File: src/hdl/motor_fault_pkg.sv
package motor_fault_pkg;

  // register index width; byte address is four times the index
  localparam int          REG_IDX_W          = 3;
  localparam logic [2:0]  IDX_FAULT_FLAGS    = 3'h0;
  localparam logic [2:0]  IDX_ROTOR_SPEED    = 3'h1;
  localparam logic [2:0]  IDX_ROTOR_PERIOD   = 3'h2;
  localparam logic [2:0]  IDX_VELOCITY_CONST = 3'h3;
  localparam logic [2:0]  IDX_PEAK_CURRENT   = 3'h4;
  localparam logic [2:0]  IDX_MEAS_CTRL      = 3'h5;
  localparam logic [2:0]  IDX_FAULT_LIVE     = 3'h6;
  localparam logic [2:0]  IDX_LAST           = 3'h6;

  // fault flag bit positions
  localparam int THERMAL_SHUTDOWN_BIT  = 15;
  localparam int THERMAL_WARN_BIT      = 14;
  localparam int SUPPLY_OVER_VOLT_BIT  = 13;
  localparam int BUCK_OVER_CURRENT_BIT = 12;
  localparam int PHASE_OVER_CURR_BIT   = 11;
  localparam int CHARGE_PUMP_LOW_BIT   = 10;
  localparam int BUCK_LOW_BIT          = 9;
  localparam int SUPPLY_LOW_BIT        = 8;
  localparam int LDO_LOW_BIT           = 7;
  localparam int FAULT_RESERVED_BIT    = 6;
  localparam int CLOSED_LOOP_STALL_BIT = 5;
  localparam int OPEN_LOOP_STALL_BIT   = 4;
  localparam int NO_MOTOR_BIT          = 3;
  localparam int BAD_VEL_CONST_BIT     = 2;
  localparam int BAD_SPEED_BIT         = 1;
  localparam int HW_CURRENT_LIMIT_BIT  = 0;

  // implemented flags; the reserved bit never sets
  localparam logic [15:0] FAULT_IMPL_MASK    = 16'hFFBF;
  localparam logic [15:0] FAULT_RESET        = 16'h0000;
  localparam logic [15:0] MEAS_RESET         = 16'h0000;
  localparam int          CUR_CODE_W         = 11;
  localparam int          MEAS_FREEZE_BIT    = 0;

  // fixed scalings seen by software
  localparam int SPEED_TENTHS_PER_HZ = 10;
  localparam int PERIOD_US_PER_LSB   = 10;
  localparam int VEL_CONST_DIV_A     = 2;
  localparam int VEL_CONST_DIV_B     = 1090;
  localparam int CUR_CODE_KNEE       = 1023;
  localparam int CUR_CODE_DIV        = 512;

  localparam logic [1:0] RESP_OKAY   = 2'h0;
  localparam logic [1:0] RESP_DECERR = 2'h3;

endpackage

File: src/hdl/motor_fault_status_regs.sv
`timescale 1ns/1ps
// What this block does
// - bit 15 latches die over-temperature shutdown
// - bit 14 latches temperature warning independently
// - bit 13 latches supply over-voltage
// - bit 12 latches buck regulator overcurrent
// - bit 11 latches phase overcurrent events
// - bit 10 latches charge pump undervoltage
// - bits 9,8,7: buck, supply, LDO undervoltage
// - bit 6 reserved, always reads zero
// - bits 5..0 latch the six lock faults
// - speed register, 16 bits, tenths of hertz
// - period register, 16 bits, 10 us units
// - velocity constant register, 16 bits raw
// - peak current register holds 11-bit code
// - current register bits 15..11 read zero
module motor_fault_status_regs
  import motor_fault_pkg::*;
#(
  parameter int ADDR_W = 8
)(
  // clock and reset
  input  wire logic                                  aclk,
  input  wire logic                                  aresetn,
  // axi4-lite write address
  input  wire logic                                  s_axi_awvalid,
  output logic                                       s_axi_awready,
  input  wire logic [ADDR_W-1:0]                     s_axi_awaddr,
  // axi4-lite write data
  input  wire logic                                  s_axi_wvalid,
  output logic                                       s_axi_wready,
  input  wire logic [31:0]                           s_axi_wdata,
  input  wire logic [3:0]                            s_axi_wstrb,
  // axi4-lite write response
  output logic                                       s_axi_bvalid,
  input  wire logic                                  s_axi_bready,
  output logic [1:0]                                 s_axi_bresp,
  // axi4-lite read address
  input  wire logic                                  s_axi_arvalid,
  output logic                                       s_axi_arready,
  input  wire logic [ADDR_W-1:0]                     s_axi_araddr,
  // axi4-lite read data
  output logic                                       s_axi_rvalid,
  input  wire logic                                  s_axi_rready,
  output logic [31:0]                                s_axi_rdata,
  output logic [1:0]                                 s_axi_rresp,
  // fault conditions from protection monitors, asynchronous levels
  input  wire logic                                  thermal_shutdown_cond,
  input  wire logic                                  thermal_warn_cond,
  input  wire logic                                  supply_over_voltage_cond,
  input  wire logic                                  buck_over_current_cond,
  input  wire logic                                  phase_over_current_cond,
  input  wire logic                                  charge_pump_low_cond,
  input  wire logic                                  buck_low_cond,
  input  wire logic                                  supply_low_cond,
  input  wire logic                                  ldo_low_cond,
  input  wire logic                                  closed_loop_stall_cond,
  input  wire logic                                  open_loop_stall_cond,
  input  wire logic                                  no_motor_cond,
  input  wire logic                                  bad_velocity_const_cond,
  input  wire logic                                  bad_speed_cond,
  input  wire logic                                  hw_current_limit_cond,
  // measurements from the motor-control core, same clock
  input  wire logic [15:0]                           speed_value,
  input  wire logic                                  speed_load,
  input  wire logic [15:0]                           period_value,
  input  wire logic                                  period_load,
  input  wire logic [15:0]                           vel_const_value,
  input  wire logic                                  vel_const_load,
  input  wire logic [motor_fault_pkg::CUR_CODE_W-1:0] current_code,
  input  wire logic                                  current_load
);

  if (ADDR_W < REG_IDX_W + 3 || ADDR_W > 32)
  begin : g_addr_chk
    $error("ADDR_W must lie between 6 and 32");
  end

  function automatic logic addr_mapped(input logic [ADDR_W-1:0] a);
    addr_mapped = (a[ADDR_W-1:REG_IDX_W+2] == '0) && (a[REG_IDX_W+1:2] <= IDX_LAST);
  endfunction

  function automatic logic [REG_IDX_W-1:0] addr_idx(input logic [ADDR_W-1:0] a);
    addr_idx = a[REG_IDX_W+1:2];
  endfunction

  // ---------------- fault condition synchronisers ----------------
  logic [15:0] fault_raw;
  logic [15:0] fault_sync1_ff;
  logic [15:0] fault_sync2_ff;

  assign fault_raw = {thermal_shutdown_cond,
                      thermal_warn_cond,
                      supply_over_voltage_cond,
                      buck_over_current_cond,
                      phase_over_current_cond,
                      charge_pump_low_cond,
                      buck_low_cond,
                      supply_low_cond,
                      ldo_low_cond,
                      1'b0,
                      closed_loop_stall_cond,
                      open_loop_stall_cond,
                      no_motor_cond,
                      bad_velocity_const_cond,
                      bad_speed_cond,
                      hw_current_limit_cond};

  always_ff @(posedge aclk)
  begin
    if (!aresetn)
    begin
      fault_sync1_ff <= FAULT_RESET;
      fault_sync2_ff <= FAULT_RESET;
    end
    else
    begin
      fault_sync1_ff <= fault_raw;
      fault_sync2_ff <= fault_sync1_ff;
    end
  end

  // ---------------- axi4-lite write path ----------------
  logic              aw_held_ff;
  logic [ADDR_W-1:0] awaddr_ff;
  logic              w_held_ff;
  logic [31:0]       wdata_ff;
  logic [3:0]        wstrb_ff;
  logic              bvalid_ff;
  logic [1:0]        bresp_ff;

  wire aw_take = s_axi_awvalid & ~aw_held_ff;
  wire w_take  = s_axi_wvalid & ~w_held_ff;
  // one write at a time: the next is carried out only once the response is gone, though its address and data can be taken before
  wire wr_fire = aw_held_ff & w_held_ff & ~bvalid_ff;
  wire wr_map  = addr_mapped(awaddr_ff);

  wire [REG_IDX_W-1:0] wr_idx       = addr_idx(awaddr_ff);
  wire                 wr_fault     = wr_fire & wr_map & (wr_idx == IDX_FAULT_FLAGS);
  wire                 wr_meas_ctrl = wr_fire & wr_map & (wr_idx == IDX_MEAS_CTRL) & wstrb_ff[0];
  wire [15:0]          lane_mask    = {{8{wstrb_ff[1]}}, {8{wstrb_ff[0]}}};

  assign s_axi_awready = ~aw_held_ff;
  assign s_axi_wready  = ~w_held_ff;
  assign s_axi_bvalid  = bvalid_ff;
  assign s_axi_bresp   = bresp_ff;

  always_ff @(posedge aclk)
  begin
    if (!aresetn)
    begin
      aw_held_ff <= 1'b0;
      awaddr_ff  <= '0;
    end
    else if (aw_take)
    begin
      aw_held_ff <= 1'b1;
      awaddr_ff  <= s_axi_awaddr;
    end
    else if (wr_fire)
    begin
      aw_held_ff <= 1'b0;
    end
  end

  always_ff @(posedge aclk)
  begin
    if (!aresetn)
    begin
      w_held_ff <= 1'b0;
      wdata_ff  <= '0;
      wstrb_ff  <= '0;
    end
    else if (w_take)
    begin
      w_held_ff <= 1'b1;
      wdata_ff  <= s_axi_wdata;
      wstrb_ff  <= s_axi_wstrb;
    end
    else if (wr_fire)
    begin
      w_held_ff <= 1'b0;
    end
  end

  always_ff @(posedge aclk)
  begin
    if (!aresetn)
    begin
      bvalid_ff <= 1'b0;
      bresp_ff  <= RESP_OKAY;
    end
    else if (wr_fire)
    begin
      bvalid_ff <= 1'b1;
      bresp_ff  <= wr_map ? RESP_OKAY : RESP_DECERR;
    end
    else if (s_axi_bready)
    begin
      bvalid_ff <= 1'b0;
    end
  end

  // ---------------- sticky fault flags ----------------
  logic [15:0] fault_flags_ff;
  logic [15:0] fault_set;
  logic [15:0] fault_clr;
  logic [15:0] nxt_fault_flags;

  // a present condition sets its flag every cycle, so a clear cannot remove it
  assign fault_set = fault_sync2_ff & FAULT_IMPL_MASK;
  assign fault_clr = wr_fault ? (wdata_ff[15:0] & lane_mask) : 16'h0000;
  // set beats clear so an event landing on the clear cycle survives
  assign nxt_fault_flags = ((fault_flags_ff & ~fault_clr) | fault_set) & FAULT_IMPL_MASK;

  always_ff @(posedge aclk)
  begin
    if (!aresetn)
      fault_flags_ff <= FAULT_RESET;
    else
      fault_flags_ff <= nxt_fault_flags;
  end

  // ---------------- measurement control ----------------
  // freeze lets software read all four measurements from one instant
  logic meas_freeze_ff;

  always_ff @(posedge aclk)
  begin
    if (!aresetn)
      meas_freeze_ff <= 1'b0;
    else if (wr_meas_ctrl)
      meas_freeze_ff <= wdata_ff[MEAS_FREEZE_BIT];
  end

  // ---------------- measurement registers ----------------
  logic [15:0]            rotor_speed_ff;
  logic [15:0]            rotor_period_ff;
  logic [15:0]            velocity_constant_ff;
  logic [CUR_CODE_W-1:0]  peak_current_ff;

  wire ld_speed  = speed_load & ~meas_freeze_ff;
  wire ld_period = period_load & ~meas_freeze_ff;
  wire ld_vconst = vel_const_load & ~meas_freeze_ff;
  wire ld_curr   = current_load & ~meas_freeze_ff;

  // each word loads whole in one edge, so a read never mixes two samples
  always_ff @(posedge aclk)
  begin
    if (!aresetn)
    begin
      rotor_speed_ff       <= MEAS_RESET;
      rotor_period_ff      <= MEAS_RESET;
      velocity_constant_ff <= MEAS_RESET;
      peak_current_ff      <= '0;
    end
    else
    begin
      if (ld_speed)
        rotor_speed_ff <= speed_value;
      if (ld_period)
        rotor_period_ff <= period_value;
      if (ld_vconst)
        velocity_constant_ff <= vel_const_value;
      if (ld_curr)
        peak_current_ff <= current_code;
    end
  end

  // ---------------- axi4-lite read path ----------------
  logic        rvalid_ff;
  logic [31:0] rdata_ff;
  logic [1:0]  rresp_ff;

  wire                 rd_take = s_axi_arvalid & ~rvalid_ff;
  wire                 rd_map  = addr_mapped(s_axi_araddr);
  wire [REG_IDX_W-1:0] rd_idx  = addr_idx(s_axi_araddr);
  wire [15:0]          cur_word = {{(16-CUR_CODE_W){1'b0}}, peak_current_ff};
  wire [15:0]          rd_word =
    !rd_map                        ? 16'h0000 :
    (rd_idx == IDX_FAULT_FLAGS)    ? fault_flags_ff :
    (rd_idx == IDX_ROTOR_SPEED)    ? rotor_speed_ff :
    (rd_idx == IDX_ROTOR_PERIOD)   ? rotor_period_ff :
    (rd_idx == IDX_VELOCITY_CONST) ? velocity_constant_ff :
    (rd_idx == IDX_PEAK_CURRENT)   ? cur_word :
    (rd_idx == IDX_MEAS_CTRL)      ? {15'h0000, meas_freeze_ff} :
                                     fault_set;

  assign s_axi_arready = ~rvalid_ff;
  assign s_axi_rvalid  = rvalid_ff;
  assign s_axi_rdata   = rdata_ff;
  assign s_axi_rresp   = rresp_ff;

  always_ff @(posedge aclk)
  begin
    if (!aresetn)
    begin
      rvalid_ff <= 1'b0;
      rdata_ff  <= '0;
      rresp_ff  <= RESP_OKAY;
    end
    else if (rd_take)
    begin
      rvalid_ff <= 1'b1;
      rdata_ff  <= {16'h0000, rd_word};
      rresp_ff  <= rd_map ? RESP_OKAY : RESP_DECERR;
    end
    else if (s_axi_rready)
    begin
      rvalid_ff <= 1'b0;
    end
  end

endmodule

File: config.mk
export PLATFORM = sky130hd
export DESIGN_NAME = motor_fault_status_regs
export DESIGN_NICKNAME = d
export VERILOG_FILES = /design/src/hdl/motor_fault_pkg.sv /design/src/hdl/motor_fault_status_regs.sv
export SDC_FILE = /design/constraint.sdc
export NUM_CORES = 1
export LEC_CHECK = 0
export BUFFER_PORTS_ARGS = -buffer_cell sky130_fd_sc_hd__buf_2
export CAP_MARGIN = 0
export CORE_MARGIN = 3
export CORE_UTILIZATION = 50
export CTS_CLUSTER_SIZE = 10
export DETAILED_ROUTE_END_ITERATION = 7
export PLACE_DENSITY_LB_ADDON = 0.25
export SLEW_MARGIN = 10
export SYNTH_ARGS = -nofsm -noshare
export SYNTH_HDL_FRONTEND = slang
export SYNTH_SLANG_ARGS = --single-unit
File: constraint.sdc
create_clock -name aclk -period 1.9 [get_ports aclk]
set_clock_uncertainty 0.1 [all_clocks]
set_input_delay 0.38 -clock aclk [delete_from_list [all_inputs] [get_ports aclk]]
set_output_delay 0.38 -clock aclk [all_outputs]
set_load 0.02 [all_outputs]
==> impl_metrics.env, run 1 <==
export IMPL_p_clk_share_pct=48.0
export IMPL_crit_required_ps=2140
export IMPL_pwr_share_comb_pct=8.7
export IMPL_r2r_start="s_axi_bvalid"
export IMPL_m1WireLength_um=6880
export IMPL_mostFrequentLayoutCell="nand2_1"
export IMPL_p_seq_share_pct=43.3
export IMPL_leakagePower_nw=3.27
export IMPL_ys_seq_area_share_pct=50.4
export IMPL_insertion_delay_ps=420
export IMPL_io_pins=178
export IMPL_fin_cells=968
export IMPL_vias=5025
export IMPL_yosysWarnings=0
export IMPL_antenna_found_initial=0
export IMPL_postSynthCellCount=677
export IMPL_p_total_w=0.00786
export IMPL_clk_path_buf_depth=2
export IMPL_grt_pass1_vias=4805
export IMPL_cts_htree_levels=4
export IMPL_critPathArrivalTime_ps=1990
export IMPL_place_area_mm2=0.00678
export IMPL_grt_max_degree=87
export IMPL_cts_tree="built"
export IMPL_min_period_ps=1750
export IMPL_finalMaxSlewViolations=0
export IMPL_wl_met3_um=987
export IMPL_min_from="s_axi_rready"
export IMPL_routedWlPerCell_um=15.6
export IMPL_ys_seq_elements=150
export IMPL_start_util_pct=51.7
export IMPL_drtIter0Drc=250
export IMPL_hold_depth=2
export IMPL_core_mm2=0.0115
export IMPL_rrSetupSlack_ps=150
export IMPL_cellPowerDensity_mw_per_mm2=1050
export IMPL_synth_edff_count=0
export IMPL_die_w_um=115
export IMPL_fill_cells=1001
export IMPL_worst_pin_slew_ps=1040
export IMPL_num_rows=39
export IMPL_drc=0
export IMPL_wl_met2_um=7050
export IMPL_cap_viol_max_count=0
export IMPL_reg2regPathDepth=5
export IMPL_portBuffers=138
export IMPL_cts_root_buf="clkbuf_16"
export IMPL_clk_pin_slew_worst_paths_ps=60
export IMPL_dp_slack_ps=-60.0
export IMPL_slew_headroom_pct=30.4
export IMPL_dieArea_mm2=0.0133
export IMPL_syn_area_mm2=0.00596
export IMPL_setup_viol=0
export IMPL_highest_layer="met4"
export IMPL_drive_gt1_share_pct=25.7
export IMPL_syn2layout_area_growth_pct=25.1
export IMPL_grt_pass1_wl_um=24200
export IMPL_globalplace_congestion=0.798
export IMPL_wl_um=15100
export IMPL_cts_sinks=150
export IMPL_p_sw_w=0.00175
export IMPL_yosysUniqueCellTypes=44
export IMPL_rsz0062_at_grt="no"
export IMPL_path_class="reg -> reg"
export IMPL_startpoint_type="register"
export IMPL_grt_use_total_pct=23.6
export IMPL_dr_pass1_iters=5
export IMPL_fin_crit_sh_pct=92.3
export IMPL_antennaDiodeCount=0
export IMPL_place_inst=936
export IMPL_cts_inserted_buffers=17
export IMPL_worstReg2RegEnd="meas_freeze_ff"
export IMPL_final_cell_mix="nand2_1, dfxtp_1, buf_2"
export IMPL_dpl_hpwl_um=11100
export IMPL_final_hold_violation_count=0
export IMPL_swShare_pct=22.3
export IMPL_vias_per_cell=5.19
export IMPL_outcome="complete, no violations"
export IMPL_die_h_um=115
export IMPL_critPathCaptureType="register"
export IMPL_worstHoldEndpoint="s_axi_rvalid"
export IMPL_ys_flop_type="dfxtp_1"
export IMPL_worst_path_max_fanout=4
export IMPL_clock_fmax_ghz=0.570
export IMPL_internal_power_w=0.00611
export IMPL_setup_slack_ps=146
export IMPL_hp_class="in -> reg"
export IMPL_layout_nets=949
export IMPL_ant_nets=0
export IMPL_ir_drop_mv=0.612
export IMPL_post_cts_setup_buffers=0
export IMPL_async_flop_share_pct=0
export IMPL_postLayoutCellArea_mm2=0.00745
export IMPL_syn_area_per_cell_um2=8.80
export IMPL_globalRouteOverflowTotal=0
[critical path, stage by stage (launching register included)]
cell and delay [ps]:
dfxtp_1 310, nand3b_1 240, nor4_1 230, buf_4 170, nor3b_1 370, mux2i_1 250
[what timing repair did]
action	in CTS	in global routing
gates resized for setup	0	2
hold buffers	0	0
endpoints found under the setup margin	0	27
[sequential cells by signal, summed over array words and instances, names as in the netlist]
register / count
aw_held_ff: 1
s_axi_rresp: 1
velocity_constant_ff: 16
fault_flags_ff: 15
s_axi_rvalid: 1
fault_sync1_ff: 15
peak_current_ff: 11
s_axi_bresp: 1
wdata_ff: 15
w_held_ff: 1
rotor_period_ff: 16
s_axi_bvalid: 1
awaddr_ff: 6
wstrb_ff: 2
fault_sync2_ff: 15
rotor_speed_ff: 16
s_axi_rdata: 16
meas_freeze_ff: 1
[kinds of logic after synthesis]
kind of cell / after synthesis / synth area share [%]
other: 1 / 0.0630
multiplexers: 24 / 7.69
AND/OR/NAND/NOR: 260 / 19.4
buffers and inverters: 99 / 7.88
AO/OA/AOI/OAI: 143 / 14.6
flip-flops: 150 / 50.4
[cell type report]
cell class | count | area [um2] | share of cell area, %
Timing Repair Buffer | 166 | 926 | 12.4
Clock inverter | 13 | 225 | 3.02
Tap cell | 143 | 179 | 2.40
Inverter | 34 | 128 | 1.71
Sequential cell | 150 | 3000 | 40.3
Clock buffer | 19 | 443 | 5.95
Multi-Input combinational cell | 443 | 2550 | 34.2
[routing by layer]
| metal | track usage [%] | vias to the layer above |
|---|---|---|
| met3 | 5.58 | 23 |
| li1 | - | 2518 |
| met1 | 32.4 | 2310 |
| met4 | 8.22 | 0 |
| met2 | 36.7 | 174 |
| met5 | 0 | - |
[metrics by stage]
stage / util (%) / hold WS, ps / TNS (ps)
global placement: 58.8 / 318 / -210
finish: 64.7 / 44.2 / 0
floorplan: - / 312 / 0
global route: 64.7 / 43.3 / 0
CTS: 64.6 / 30.5 / 0
detailed placement: 58.8 / 320 / -474
[Yosys cell counts (2+ instances only)]
cell type / count / area [um2]
nand3_1: 4 / 20.0
or2_2: 7 / 43.8
and4b_1: 2 / 20.0
nand2b_1: 6 / 37.5
nor3_1: 2 / 10.0
o311ai_0: 9 / 78.8
or3_1: 2 / 12.5
nor2_1: 15 / 56.3
o221ai_1: 5 / 43.8
a221oi_1: 2 / 17.5
nor3b_1: 2 / 15.0
inv_1: 33 / 124
mux4_1: 11 / 289
nor2b_1: 7 / 43.8
o2bb2ai_1: 2 / 17.5
o21ai_0: 16 / 80.1
and2_1: 30 / 188
buf_2: 5 / 25.0
clkbuf_1: 37 / 139
or2_0: 3 / 18.8
buf_4: 18 / 135
nand2_1: 176 / 661
mux4_2: 3 / 67.6
mux2i_1: 9 / 90.1
a21oi_1: 78 / 390
a32o_1: 9 / 90.1
a211oi_1: 2 / 15.0
dfxtp_1: 150 / 3000
a31oi_1: 15 / 93.8
buf_1: 3 / 11.3
[power by group through the flow]
stage	clock [W]	combinational (W)	sequential (W)
final	0.00377	0.000681	0.00340
after global routing	0.00398	0.000762	0.00342
after CTS	0.00382	0.000684	0.00340
after detailed placement	0	0.000677	0.00347
after global placement	0	0.000656	0.00346
after floorplan	0	0.000446	0.00344
[how the worst max path moves through the flow]
stage          cells past startpoint                 endpoint             from  slack (ps)
6_report                           5           meas_freeze_ff     s_axi_bvalid         150
5_1_grt                            4          s_axi_rdata[13]     s_axi_rvalid          20
4_1_cts                            3  velocity_constant_ff[2]   meas_freeze_ff          60
3_5_place_dp                       5           s_axi_rdata[8]  s_axi_araddr[2]         -60
3_3_place_gp                       5           s_axi_rdata[9]  s_axi_araddr[2]         -50
2_1_floorplan                      5           s_axi_rdata[8]  s_axi_araddr[2]         160
(Power assumes the default switching activity.)
==> inputs of run 2 (changes only) <==
--- a/config.mk
+++ b/config.mk
@@ -5,13 +5,14 @@
 export SDC_FILE = /design/constraint.sdc
 export NUM_CORES = 1
 export LEC_CHECK = 0
-export BUFFER_PORTS_ARGS = -buffer_cell sky130_fd_sc_hd__buf_2
+export BUFFER_PORTS_ARGS = -buffer_cell sky130_fd_sc_hd__buf_4
 export CAP_MARGIN = 0
 export CORE_MARGIN = 3
 export CORE_UTILIZATION = 50
 export CTS_CLUSTER_SIZE = 10
 export DETAILED_ROUTE_END_ITERATION = 7
 export PLACE_DENSITY_LB_ADDON = 0.25
+export SKIP_CTS_REPAIR_TIMING = 1
 export SLEW_MARGIN = 10
 export SYNTH_ARGS = -nofsm -noshare
 export SYNTH_HDL_FRONTEND = slang
==> impl_metrics.env, run 2 (same netlist as run 1, synthesis figures left out) <==
export IMPL_cts_htree_levels=4
export IMPL_cts_inserted_buffers=17
export IMPL_worstReg2RegEnd="meas_freeze_ff"
export IMPL_fin_crit_sh_pct=89.8
export IMPL_hp_class="in -> reg"
export IMPL_core_mm2=0.0115
export IMPL_cap_viol_max_count=0
export IMPL_worstHoldEndpoint="s_axi_rvalid"
export IMPL_antennaDiodeCount=0
export IMPL_slowest_delay_ps=380
export IMPL_slew_headroom_pct=55.3
export IMPL_crit_family="simple AND/OR/NAND/NOR gates"
export IMPL_cts_tree="built"
export IMPL_final_cell_mix="nand2_1, buf_4, dfxtp_1"
export IMPL_outcome="complete, no violations"
export IMPL_start_util_pct=51.7
export IMPL_insertion_delay_ps=420
export IMPL_portBuffers=138
export IMPL_vias=5027
export IMPL_crit_required_ps=2140
export IMPL_min_from="s_axi_rready"
export IMPL_die_w_um=115
export IMPL_globalRouteOverflowTotal=0
export IMPL_cts_root_buf="clkbuf_16"
export IMPL_io_pins=178
export IMPL_leakagePower_nw=3.28
export IMPL_grt_pass1_vias=4602
export IMPL_reg2regPathDepth=5
export IMPL_clk_path_buf_depth=2
export IMPL_layout_nets=941
export IMPL_mostFrequentLayoutCell="nand2_1"
export IMPL_rsz0062_at_grt="no"
export IMPL_min_period_ps=1710
export IMPL_drive_gt1_share_pct=25.2
export IMPL_critPathArrivalTime_ps=1950
export IMPL_critPathCaptureType="register"
export IMPL_hold_depth=2
export IMPL_finalMaxSlewViolations=0
export IMPL_setup_viol=0
export IMPL_num_rows=39
export IMPL_dpl_hpwl_um=10600
export IMPL_rrSetupSlack_ps=190
export IMPL_critPathSlowestCell="nor3b_1"
export IMPL_dieArea_mm2=0.0133
export IMPL_cts_sinks=150
export IMPL_grt_pass1_wl_um=23200
export IMPL_r2r_start="s_axi_bvalid"
export IMPL_drtIter0Drc=393
export IMPL_path_class="reg -> reg"
export IMPL_p_total_w=0.00746
export IMPL_clk_pin_slew_worst_paths_ps=60
export IMPL_grt_use_total_pct=22.5
export IMPL_die_h_um=115
export IMPL_cp_buffers_inverters=1
export IMPL_syn2layout_area_growth_pct=28.4
export IMPL_worst_path_max_fanout=4
export IMPL_startpoint_type="register"
export IMPL_postLayoutCellArea_mm2=0.00765
export IMPL_fin_hold_ws_ps=42.5
export IMPL_antenna_found_initial=0
export IMPL_grt_max_degree=87
export IMPL_wl_um=14700
export IMPL_routedWlPerCell_um=15.3
export IMPL_drc=0
export IMPL_clock_fmax_ghz=0.586
export IMPL_worst_pin_slew_ps=667
export IMPL_ir_drop_mv=0.580
export IMPL_final_util_pct=66.4
export IMPL_globalplace_congestion=0.880
export IMPL_place_inst=928
export IMPL_vias_per_cell=5.24
export IMPL_cellPowerDensity_mw_per_mm2=975
export IMPL_place_area_mm2=0.00705
export IMPL_fin_cells=960
export IMPL_cp_cell_sequence="nand3b_1 -> nor4_1 -> buf_4 -> nor3b_1 -> mux2i_1"
export IMPL_ant_nets=0
export IMPL_dr_pass1_iters=5
export IMPL_final_hold_violation_count=0
run 2: worst max path at each step:
stage                                from                       to  slack (ps)  depth (start not counted)
after CTS                  meas_freeze_ff  velocity_constant_ff[0]          50                          3
after global placement    s_axi_araddr[2]           s_axi_rdata[1]         -20                          4
after detailed placement  s_axi_araddr[2]           s_axi_rdata[2]         -30                          4
after floorplan           s_axi_araddr[2]           s_axi_rdata[8]         160                          5
final                        s_axi_bvalid           meas_freeze_ff         190                          5
after global routing         s_axi_bvalid           meas_freeze_ff          60                          5
run 2: routing by layer:
layer | vias up | share of wire [%] | GRT usage (%) | wire length (um)
met1 | 2353 | 47 | 31.4 | 6880
met4 | 0 | 1.3 | 7.36 | 195
met5 | - | 0 | 0 | 0
li1 | 2497 | - | - | -
met2 | 160 | 46 | 34.8 | 6690
met3 | 17 | 6.3 | 5.26 | 919
run 2: area by class of cell:
class	instances	area, um2
Inverter	34	128
Timing Repair Buffer	158	1200
Sequential cell	150	3000
Fill cell	924	3860
Clock inverter	13	156
Clock buffer	19	433
Multi-Input combinational cell	443	2550
Tap cell	143	179
run 2: stage by stage:
stage / worst slack, ps / TNS, ps
2_1_floorplan: 163 / 0
3_3_place_gp: -17.0 / -53.3
3_5_place_dp: -29.6 / -142
4_1_cts: 51.2 / 0
5_1_grt: 55.5 / 0
6_report: 194 / 0
run 2: power by group:
part,internal (W),total [W],switching [W]
Combinational,0.000365,0.000738,0.000373
Sequential,0.00330,0.00340,0.0000940
Clock,0.00206,0.00332,0.00127
